<file path="src/rtl/tcor_pkg.sv">
// Package: register map, field layouts and bundles for the touch calibration/output bank
package tcor_pkg;

  // ==========================================================================
  // Register addresses (8-bit register index on the serial host port)
  localparam logic [7:0] ADDR_CAL_FREEZE_1  = 8'h14;
  localparam logic [7:0] ADDR_CAL_FREEZE_2  = 8'h15;
  localparam logic [7:0] ADDR_CAL_FREEZE_3  = 8'h16;
  localparam logic [7:0] ADDR_NOISE_THRESH  = 8'h17;
  localparam logic [7:0] ADDR_TOUCH_RES_1   = 8'h20;
  localparam logic [7:0] ADDR_TOUCH_RES_2   = 8'h21;
  localparam logic [7:0] ADDR_TOUCH_RES_3   = 8'h22;
  localparam logic [7:0] ADDR_REF_VAL_HIGH  = 8'h23;
  localparam logic [7:0] ADDR_REF_VAL_LOW   = 8'h24;
  localparam logic [7:0] ADDR_REF_TGT_1     = 8'h25;
  localparam logic [7:0] ADDR_REF_TGT_2     = 8'h26;
  localparam logic [7:0] ADDR_REF_TGT_3     = 8'h27;
  localparam logic [7:0] ADDR_SENS_SEL      = 8'h28;
  localparam logic [7:0] ADDR_SENS_VAL      = 8'h29;

  // ==========================================================================
  // Widths and field layouts
  localparam int NUM_CH        = 21;   // Index 0 is the dummy channel
  localparam int REF_W         = 14;
  localparam int REF_HIGH_W    = 6;
  localparam int SENS_W        = 8;
  localparam int SEL_W         = 5;
  localparam int NOISE_LVL_W   = 2;
  localparam int NOISE_CNT_W   = 3;
  localparam int NOISE_CNT_LSB = 2;
  localparam int NOISE_FLAG_BIT = 5;
  localparam int REF_CMD_BIT   = 7;

  // ==========================================================================
  // Reset values
  localparam logic [7:0]             RST_ZERO      = 8'h00;
  localparam logic [NOISE_LVL_W-1:0] RST_NOISE_LVL = 2'h1;
  localparam logic [NOISE_CNT_W-1:0] RST_NOISE_CNT = 3'h3;

  // Selector code gap between channel 7 and channel 8
  localparam logic [SEL_W-1:0] SEL_CH7    = 5'h07;
  localparam logic [SEL_W-1:0] SEL_UNUSED = 5'h08;
  localparam logic [SEL_W-1:0] SEL_CH20   = 5'h15;

  // ==========================================================================
  // Host register port bundle
  typedef struct packed {
    logic       wrEn;
    logic       rdEn;
    logic [7:0] addr;
    logic [7:0] wrData;
  } tcor_host_req_t;

  // Reference write to the calibration engine
  typedef struct packed {
    logic               strobe;
    logic [NUM_CH-1:0]  target;
    logic [REF_W-1:0]   value;
  } tcor_ref_wr_t;

endpackage : tcor_pkg

</file>
<file path="src/rtl/tcor_regs.sv">
// Calibration freeze, noise threshold, touch result and reference write register bank
//
// Behaviour
// - Each channel and the dummy has its own freeze bit, 0 lets calibration run, 1 stops it.
// - Freeze bits sit in three registers: dummy then ch1-7, ch8-14 at bits 1-7, ch15-20 low.
// - Noise control has a 2-bit detection level field resetting to 01.
// - Noise control has a 3-bit detection count field resetting to 011.
// - Touch results of the twenty channels read as one read-only bit each over three registers.
// - Bit 5 of the third result register shows the noise flag, 1 when noisy.
// - A 14-bit reference count is held, upper six bits in one register, lower eight in the next.
// - Three select registers mark which channels and dummy take the next reference write.
// - Writing 1 to bit 7 of the last select register loads the count into selected channels.
// - While the command bit reads 1, writes to the reference count are refused.
// - A 5-bit selector picks the channel whose sensitivity is read back, code 8 is unused.
// - The sensitivity data register returns the selected channel's 8-bit sensitivity.
// - All registers take their defaults at reset.
`timescale 1ns/100ps
module tcor_regs #(
  parameter int NCH = 20
) (
  input  wire logic                   clk_sys,
  input  wire logic                   rst_n,
  input  wire tcor_pkg::tcor_host_req_t hostReq,
  output logic      [7:0]             rdData,
  input  wire logic [NCH-1:0]         touchIn,
  input  wire logic                   noiseIn,
  input  wire logic [NCH*8-1:0]       sensAll,
  input  wire logic                   refWrDone,
  output logic      [NCH:0]           calFreeze,
  output logic      [1:0]             noiseLevel,
  output logic      [2:0]             noiseCount,
  output tcor_pkg::tcor_ref_wr_t      refWr
);
  import tcor_pkg::*;

  typedef struct packed {
    logic [NUM_CH-1:0]      freeze;
    logic [NOISE_LVL_W-1:0] nLevel;
    logic [NOISE_CNT_W-1:0] nCount;
    logic [NUM_CH-2:0]      touchSync1;
    logic [NUM_CH-2:0]      touch;
    logic                   noiseSync1;
    logic                   noise;
    logic [REF_HIGH_W-1:0]  refHigh;
    logic [7:0]             refLow;
    logic [NUM_CH-1:0]      target;
    logic                   cmd;
    logic                   strobe;
    logic [SEL_W-1:0]       sensSel;
    logic [7:0]             rd;
  } tcor_regs_state_t;

  tcor_regs_state_t s_reg;
  tcor_regs_state_t s_next;
  logic [SENS_W-1:0] sensData;
  logic              wr;

  // ==========================================================================
  // Sensitivity readback
  tcor_sens_mux #(
    .NCH (NCH),
    .SW  (SENS_W)
  ) u_sens_mux (
    .clk_sys  (clk_sys),
    .rst_n    (rst_n),
    .chanSel  (s_reg.sensSel),
    .sensAll  (sensAll),
    .sensData (sensData)
  );

  // ==========================================================================
  // Next-state logic
  always_comb begin
    s_next            = s_reg;
    wr                = hostReq.wrEn;
    // Engine status may sit on another clock, so two stages first
    s_next.touchSync1 = touchIn;
    s_next.touch      = s_reg.touchSync1;
    s_next.noiseSync1 = noiseIn;
    s_next.noise      = s_reg.noiseSync1;
    s_next.strobe     = 1'b0;
    if (s_reg.cmd && refWrDone) begin
      s_next.cmd = 1'b0;
    end
    if (wr) begin
      case (hostReq.addr)
        ADDR_CAL_FREEZE_1: s_next.freeze[7:0]   = hostReq.wrData;
        ADDR_CAL_FREEZE_2: s_next.freeze[14:8]  = hostReq.wrData[7:1];
        ADDR_CAL_FREEZE_3: s_next.freeze[20:15] = hostReq.wrData[5:0];
        ADDR_NOISE_THRESH: begin
          s_next.nLevel = hostReq.wrData[NOISE_LVL_W-1:0];
          s_next.nCount = hostReq.wrData[NOISE_CNT_LSB +: NOISE_CNT_W];
        end
        ADDR_REF_VAL_HIGH: begin
          // Engine is still copying the value, a change now would corrupt it
          if (!s_reg.cmd) begin
            s_next.refHigh = hostReq.wrData[REF_HIGH_W-1:0];
          end
        end
        ADDR_REF_VAL_LOW: begin
          if (!s_reg.cmd) begin
            s_next.refLow = hostReq.wrData;
          end
        end
        ADDR_REF_TGT_1: s_next.target[6:0]   = hostReq.wrData[7:1];
        ADDR_REF_TGT_2: begin
          s_next.target[7]    = hostReq.wrData[0];
          s_next.target[13:8] = hostReq.wrData[7:2];
        end
        ADDR_REF_TGT_3: begin
          s_next.target[20:14] = hostReq.wrData[6:0];
          if (hostReq.wrData[REF_CMD_BIT] && !s_reg.cmd) begin
            s_next.cmd    = 1'b1;
            s_next.strobe = 1'b1;
          end
        end
        ADDR_SENS_SEL: s_next.sensSel = hostReq.wrData[SEL_W-1:0];
        default: begin
        end
      endcase
    end
    // Read data latched on the read request, one cycle later on rdData
    s_next.rd = RST_ZERO;
    if (hostReq.rdEn) begin
      case (hostReq.addr)
        ADDR_CAL_FREEZE_1: s_next.rd = s_reg.freeze[7:0];
        ADDR_CAL_FREEZE_2: s_next.rd = {s_reg.freeze[14:8], 1'b0};
        ADDR_CAL_FREEZE_3: s_next.rd = {2'b00, s_reg.freeze[20:15]};
        ADDR_NOISE_THRESH: s_next.rd = {3'b000, s_reg.nCount, s_reg.nLevel};
        ADDR_TOUCH_RES_1:  s_next.rd = {1'b0, s_reg.touch[6:0]};
        ADDR_TOUCH_RES_2:  s_next.rd = s_reg.touch[14:7];
        ADDR_TOUCH_RES_3:  s_next.rd = {2'b00, s_reg.noise, s_reg.touch[19:15]};
        ADDR_REF_VAL_HIGH: s_next.rd = {2'b00, s_reg.refHigh};
        ADDR_REF_VAL_LOW:  s_next.rd = s_reg.refLow;
        ADDR_REF_TGT_1:    s_next.rd = {s_reg.target[6:0], 1'b0};
        ADDR_REF_TGT_2:    s_next.rd = {s_reg.target[13:8], 1'b0, s_reg.target[7]};
        ADDR_REF_TGT_3:    s_next.rd = {s_reg.cmd, s_reg.target[20:14]};
        ADDR_SENS_SEL:     s_next.rd = {3'b000, s_reg.sensSel};
        ADDR_SENS_VAL:     s_next.rd = sensData;
        default:           s_next.rd = RST_ZERO;
      endcase
    end
  end

  // ==========================================================================
  // State register
  always_ff @(posedge clk_sys) begin
    if (!rst_n) begin
      s_reg        <= '0;
      s_reg.nLevel <= RST_NOISE_LVL;
      s_reg.nCount <= RST_NOISE_CNT;
    end else begin
      s_reg <= s_next;
    end
  end

  // ==========================================================================
  // Outputs
  assign rdData       = s_reg.rd;
  assign calFreeze    = s_reg.freeze;
  assign noiseLevel   = s_reg.nLevel;
  assign noiseCount   = s_reg.nCount;
  assign refWr.strobe = s_reg.strobe;
  assign refWr.target = s_reg.target;
  assign refWr.value  = {s_reg.refHigh, s_reg.refLow};
endmodule : tcor_regs

</file>
<file path="src/rtl/tcor_sens_mux.sv">
// Channel selector decode and registered sensitivity readback
`timescale 1ns/100ps
module tcor_sens_mux #(
  parameter int NCH  = 20,
  parameter int SW   = 8
) (
  input  wire logic             clk_sys,
  input  wire logic             rst_n,
  input  wire logic [4:0]       chanSel,
  input  wire logic [NCH*SW-1:0] sensAll,
  output logic      [SW-1:0]    sensData
);
  import tcor_pkg::*;

  typedef struct packed {
    logic [SW-1:0] data;
  } tcor_mux_state_t;

  tcor_mux_state_t state_reg;
  tcor_mux_state_t state_next;
  logic [SEL_W-1:0] idx;

  // ==========================================================================
  // Decode: codes 1..7 -> channel 1..7, 9..21 -> channel 8..20, others read 0
  always_comb begin
    state_next = '{data: '0};
    idx        = '0;
    if (chanSel != '0 && chanSel <= SEL_CH7) begin
      idx             = chanSel - 5'h01;
      state_next.data = sensAll[idx*SW +: SW];
    end else if (chanSel > SEL_UNUSED && chanSel <= SEL_CH20) begin
      idx             = chanSel - 5'h02;
      state_next.data = sensAll[idx*SW +: SW];
    end
  end

  always_ff @(posedge clk_sys) begin
    if (!rst_n) begin
      state_reg <= '{data: '0};
    end else begin
      state_reg <= state_next;
    end
  end

  assign sensData = state_reg.data;
endmodule : tcor_sens_mux

</file>
<file path="config.mk">
export PLATFORM = sky130hd
export DESIGN_NAME = tcor_regs
export DESIGN_NICKNAME = d
export VERILOG_FILES = /design/src/rtl/tcor_pkg.sv /design/src/rtl/tcor_regs.sv /design/src/rtl/tcor_sens_mux.sv
export SDC_FILE = /design/constraint.sdc
export NUM_CORES = 1
export LEC_CHECK = 0
export BUFFER_PORTS_ARGS = -buffer_cell sky130_fd_sc_hd__buf_2
export CAP_MARGIN = 20
export CORE_ASPECT_RATIO = 0.7
export CORE_MARGIN = 1
export CORE_UTILIZATION = 50
export CTS_CLUSTER_DIAMETER = 30
export DETAILED_ROUTE_END_ITERATION = 6
export PLACE_DENSITY = 0.79
export SLEW_MARGIN = 20
export SYNTH_ARGS = -nofsm -noshare
export SYNTH_HDL_FRONTEND = slang
export SYNTH_SLANG_ARGS = --single-unit
</file>
<file path="constraint.sdc">
create_clock -name clk_sys -period 4.1 [get_ports clk_sys]
set_input_delay 0.205 -clock clk_sys [delete_from_list [all_inputs] [get_ports clk_sys]]
set_output_delay 0.205 -clock clk_sys [all_outputs]
set_load 0.02 [all_outputs]
</file>
* Word level (Yosys, flattened, before mapping)
Index checks and enable logic that the tools add are counted.
Storage, ports and cells: bits of input ports 202, output and inout port bits 70, register bits 126, word-level logic and storage cells 67
Operators by class: bitwise gates (word level) 1, equality and inequality tests 14, add/subtract/negate cells 2, order comparisons 3, reduce and logical (&&, ||, !) cells 18, shifts and indexed selects 2, multiplexer cells 8
Operator list (count):
- indexed part select 160 x 9 -> 8 bit | 2
- one-hot mux 8 bit (14 select lines) | 1
- == test 8 x 6 -> 1 bit, second input constant | 10
- == test 8 x 5 -> 1 bit, second input constant | 4
- AND reduction 2 bit | 9
- two-way mux 8 bit | 2
- AND reduction 3 bit | 3
- two-way mux 7 bit | 1
- > comparator 5 x 4 -> 1 bit, second input constant | 1
- less-or-equal comparator 5 x 3 -> 1 bit, second input constant | 1
- less-or-equal comparator 5 bit, second input constant | 1
- two-way mux 5 bit | 1
- nonzero test 5 bit | 1
- subtractor 5 x 1 -> 5 bit, second input constant | 1
- subtractor 5 x 2 -> 5 bit, second input constant | 1
- logical AND 1 bit | 4
- two-way mux 2 bit | 2
- logical NOT 1 bit | 1
- two-way mux 1 bit | 1
- inverter 1 bit | 1

* Longest topological paths before layout
depth in word-level cells 5, depth in mapped cells 11, gate-level depth less buffers 7

* By module
Synthesis repeated with hierarchy kept, for this count alone.
Unflattened totals: cells, all modules 771, area, all modules 8366.8 µm²
By module, submodules not included:
- tcor_regs | times used 1, cells each 554, seq. area each 2362.3 µm², area an instance 5491.5 µm²
- tcor_sens_mux | times used 1, cells each 217, seq. area each 160.2 µm², area an instance 2875.3 µm²

* Worst setup path after synthesis
Ideal clock, no wire load.
path kind register to register, start register s_reg[9] (netlist bit), end register u_sens_mux.state_reg (netlist bit u_sens_mux.sensData[5]), path buffers 5, data required time 3.974 ns, setup time 0.126 ns, stages on the path, launching flop included 12, clock period less this slack 2.878 ns, arrival 2.752 ns, setup slack 1.222 ns, cells stage by stage dfxtp_1 > buf_6 > buf_2 > buf_2 > clkinv_1 > ha_1 > buf_2 > buf_1 > mux2i_1 > a22oi_1 > a21oi_1 > o31ai_1
Between the ends: word-level cells in the longest chain between the ends 4, elaborated cells on any way between the ends 12, those cells by class add/sub (2); order compare (3); shift (2); mux (2); reduce/logical (3)
RTL lines:
- from (decl) | line tcor_regs.sv:53 | tcor_regs_state_t s_reg;
- from (signal assigned) | line tcor_regs.sv:153 | s_reg <= s_next;
- subtractor 5 x 2 -> 5 bit (tied with other cells) | line tcor_sens_mux.sv:32 | idx = chanSel - 5'h02;
- indexed part select 160 x 9 -> 8 bit / logical AND 1 bit (equally long branches) | line tcor_sens_mux.sv:33, tcor_sens_mux.sv:31
- two-way mux 8 bit | line tcor_sens_mux.sv:31 | end else if (chanSel > SEL_UNUSED && chanSel <= SEL_CH20) begin
- two-way mux 8 bit (*) | line tcor_sens_mux.sv:28 | if (chanSel != '0 && chanSel <= SEL_CH7) begin
- to (signal assigned) | line tcor_sens_mux.sv:39 | state_reg <= '{data: '0};
- to (signal assigned) | line tcor_sens_mux.sv:41 | state_reg <= state_next;
- to (decl) | line tcor_sens_mux.sv:19 | tcor_mux_state_t state_reg;
Mark *: on every way between the ends. The rest lies on a longest branch, timed or not. A chain may end at the register's enable or synchronous reset.

* Worst setup path after layout
start register s_reg[9] (netlist bit), end register u_sens_mux.state_reg (netlist bit u_sens_mux.sensData[3])
The elaborated chain is that of the path after synthesis.

==> flow_results.org <==
** Clock network
- Clock tree synthesis found a total of 126 sinks.
- For the worst-skew pair, the clock arrives at the later sink with an insertion delay of 410 ps.
- Clock tree root driver cell :: sky130_fd_sc_hd__clkbuf_16
- No sink is reached through more buffers than the 2 on the longest clock path.
- Total clock buffers created by CTS :: 17
- Htree depth :: 4
- TritonCTS built the clock tree.
- Clock-pin slew was measured on the worst setup and hold paths at 60 ps.

** Detailed routing
- Routed Wire Length :: 25.96 mm
- The routed layout has 7584 vias.
- Routed WL per cell :: 20.26 um
- In the routed layout, each cell is associated on average with a via count of 5.920.
- The detail route stage leaves a number of antenna-violating nets equal to 0.
- Remaining DRCs :: 0
- DR iter-0 viols :: 923
- Number of iterations in the first detailed-routing pass :: 6

** STA
- Final setup fails :: 0
- Final clock skew :: 9.390 ps
- The final count of pins violating max slew is 0.
- Of the available clock period, the critical path in the final layout requires 69.28%.
- The number of hold violations in the final report was 0.
- For the pin with the worst max-slew slack, the measured transition is 883.6 ps.
- Highest achievable clock rate :: 352.1 MHz
- Slew margin rel. :: 41.09%
- Setup_tns :: 0 ps
- Shortest clock period the worst path allows after layout :: 2840 ps
- RSZ-0062 raised after global routing :: no
- Least setup slack across all paths after layout :: 1260 ps

** Min path
- Source of the worst hold timing path :: touchIn[6]
- HP Class :: input port to flop

** Finish
- ANT cells :: 0
- After the last flow step, the layout net total stands at 1253.
- Share of final-layout standard cells stronger than drive strength 1 :: 35.70%
- With fillers left out, the area of the finished cells amounts to 0.01001 mm2.
- From synthesis to final layout, the design area changed by 19.81%.
- Flip-flop count of the largest register after layout :: 36

** GRT
- Global routing consumed, over all layers together, 30.14% of the routing resources.
- Maximum number of pins on one net before global-route repair :: 104
- The initial antenna violation count came to 1.
- Grt total ovfl :: 0
- Vias in the first global route :: 7007
- First-pass GRT wire length :: 39.23 mm

** Synthesis
- Each instance of the synthesized netlist takes up on average 9.647 um2.
- Number of distinct library cell variants in the gate-level netlist after synthesis :: 64
- Post-synthesis instance total :: 866
- Counting flops with a built-in enable in the synthesized netlist gives 0.
- Share of flip-flops with an asynchronous set or reset after synthesis :: 0%
- For this run, the register share of the synthesized area comes to 30.19%.
- Total of flip-flops plus latches after synthesis :: 126
- The number of nets in the synthesized netlist is 1076.
- Cell area after synthesis :: 0.008354 mm2
- The Yosys step of the flow raised 0 warnings.
- The most used flip-flop cell after synthesis is sky130_fd_sc_hd__dfxtp_1.

** Floorplan
- Number of top-level pins :: 272
- The die is 110.1 um tall.
- In this run the horizontal extent of the chip is 156.5 um.
- Row generation in the floorplan step produced 39 rows.
- Starting density of the core :: 51.11%
- Placeable Area :: 0.01635 mm2
- The floorplan step defined a die boundary enclosing 0.01724 mm2.

** Status
- Result of the run :: finished, final reports clean

** Power and ir drop
- For this design the static power due to leakage is 0.004212 uW.
- The worst-case IR drop observed on VDD is 0.2344 mV.
- For this design the ratio of total power to cell area is 312.8 mW/mm2.

** Critical path
- In this run the critical register-to-register path is launched from s_reg[9]$_SDFFE_PN0P_.
- The worst setup path is captured at a flop.
- Required time at the endpoint of the critical path :: 4420 ps
- Crit Path Max Fanout :: 53
- STA classifies the critical path startpoint as a flop.
- CP Launch Point :: s_reg[9]$_SDFFE_PN0P_
- Type of the worst setup path :: flop to flop
- Critical path arrival :: 3160 ps

** Place
- Placer's final routability congestion estimate :: 1.031
- During placement, the flow inserted port buffers numbering 271.
- Timing analysis after detailed placement gives a worst setup slack of 1274 ps.
- The HPWL after detailed placement is 19.20 mm.
- In this run the cell area measured after placement is 0.009251 mm2.

** Flow run
- Across the run, the number of max-cap violations was 0.
repair_timing:
item	CTS	global route
setup buffers	0	0
endpoints found under the setup margin	0	0
hold endpoints to repair	14	0
hold buffers	14	0
gates resized for setup	0	0
cell usage after synthesis (all sizes together) (6+ instances only):
cell type,n,area share (%)
mux2i,131,16
dfxtp,126,30
buf,104,8.5
nand2,64,2.9
nor2b,53,4.0
and2,44,3.3
mux4,43,12
nand3,41,2.7
a22oi,40,3.6
clkbuf,34,1.5
a21oi,24,1.4
nor2,20,1.2
a21boi,15,1.3
and3,11,0.82
ha,8,1.2
nor3,8,0.87
o2111ai,8,0.84
o21ai,8,0.48
o31ai,8,0.72
nand2b,6,0.45
metal layers:
layer  vias up  wire, um  global-route usage, %  part of all wire (%)
li1       3456         -                      -                     -
met1      3603     11630                  44.16                    45
met2       470     11020                  43.37                    42
met3        53      2865                  8.210                    11
met4         2       424                  7.353                   1.6
met5         -        13                      0                 0.050
cell families (layout without fill, tap and decap cells):
kind of cell	Yosys count	count (layout)	share of synthesized area, %
AND/OR/NAND/NOR	265	265	17.88
multiplexers	176	176	27.56
buffers and inverters	143	333	10.26
AO/OA/AOI/OAI	142	142	12.28
flip-flops	126	126	30.19
adder cells (fa/ha/maj)	8	8	1.198
XOR/XNOR	6	6	0.6290
cell usage in the layout (no fill, tap or decap), types with 17 or more instances in the layout:
cell type and instances:
sky130_fd_sc_hd__a21oi_1 24, sky130_fd_sc_hd__mux2i_1 131, sky130_fd_sc_hd__a22oi_1 40, sky130_fd_sc_hd__and2_1 43
sky130_fd_sc_hd__dfxtp_1 124, sky130_fd_sc_hd__buf_2 271, sky130_fd_sc_hd__mux4_2 43, sky130_fd_sc_hd__nor2b_1 53
sky130_fd_sc_hd__nor2_1 17, sky130_fd_sc_hd__nand3_1 37, sky130_fd_sc_hd__clkbuf_16 17, sky130_fd_sc_hd__nand2_1 64
report_power, final:
group / internal, uW / switching [uW] / total [uW]
logic: 157 / 154 / 311
registers: 1240 / 6.23 / 1250
clock network: 930 / 638 / 1570
cell type report:
| class | count | area, um2 |
|---|---|---|
| inverter | 5 | 18.77 |
| tap | 225 | 281.5 |
| clock inverter | 15 | 192.7 |
| clock buffer | 17 | 425.4 |
| timing repair buffer | 296 | 1579 |
| fill | 1392 | 6337 |
| sequential | 126 | 2525 |
| multi-input combinational | 597 | 4987 |
through the flow:
stage                     hold slack, ps  std cells  util (%)  power (uW)
after floorplan                    306.0        866         -        1422
after global placement             404.9       1235     56.59        1565
after detailed placement           413.1       1235     56.59        1570
after CTS                          1.719       1281     61.23        3136
after global routing               6.651       1281     61.23        3217
final                              9.304       1281     61.23        3131
critical path, stage by stage (launching register included):
cell and delay (ps):
sky130_fd_sc_hd__dfxtp_2 330, sky130_fd_sc_hd__clkinv_1 370, sky130_fd_sc_hd__ha_4 1030, sky130_fd_sc_hd__buf_4 370
sky130_fd_sc_hd__mux2i_1 110, sky130_fd_sc_hd__a22oi_1 220, sky130_fd_sc_hd__a21oi_1 100, sky130_fd_sc_hd__o31ai_1 200
final timing paths:
path                                                          end  cells past startpoint  slack (ps)
worst max-delay path            u_sens_mux.sensData[3]$_SDFF_PN0_                      7        1260
worst min-delay path                        s_next[58]$_SDFF_PN0_                      2           9
worst min register to register               s_reg[50]$_SDFF_PN0_                      1         430
worst max register to register  u_sens_mux.sensData[3]$_SDFF_PN0_                      7        1260
Power figures use the tool's default switching activity.
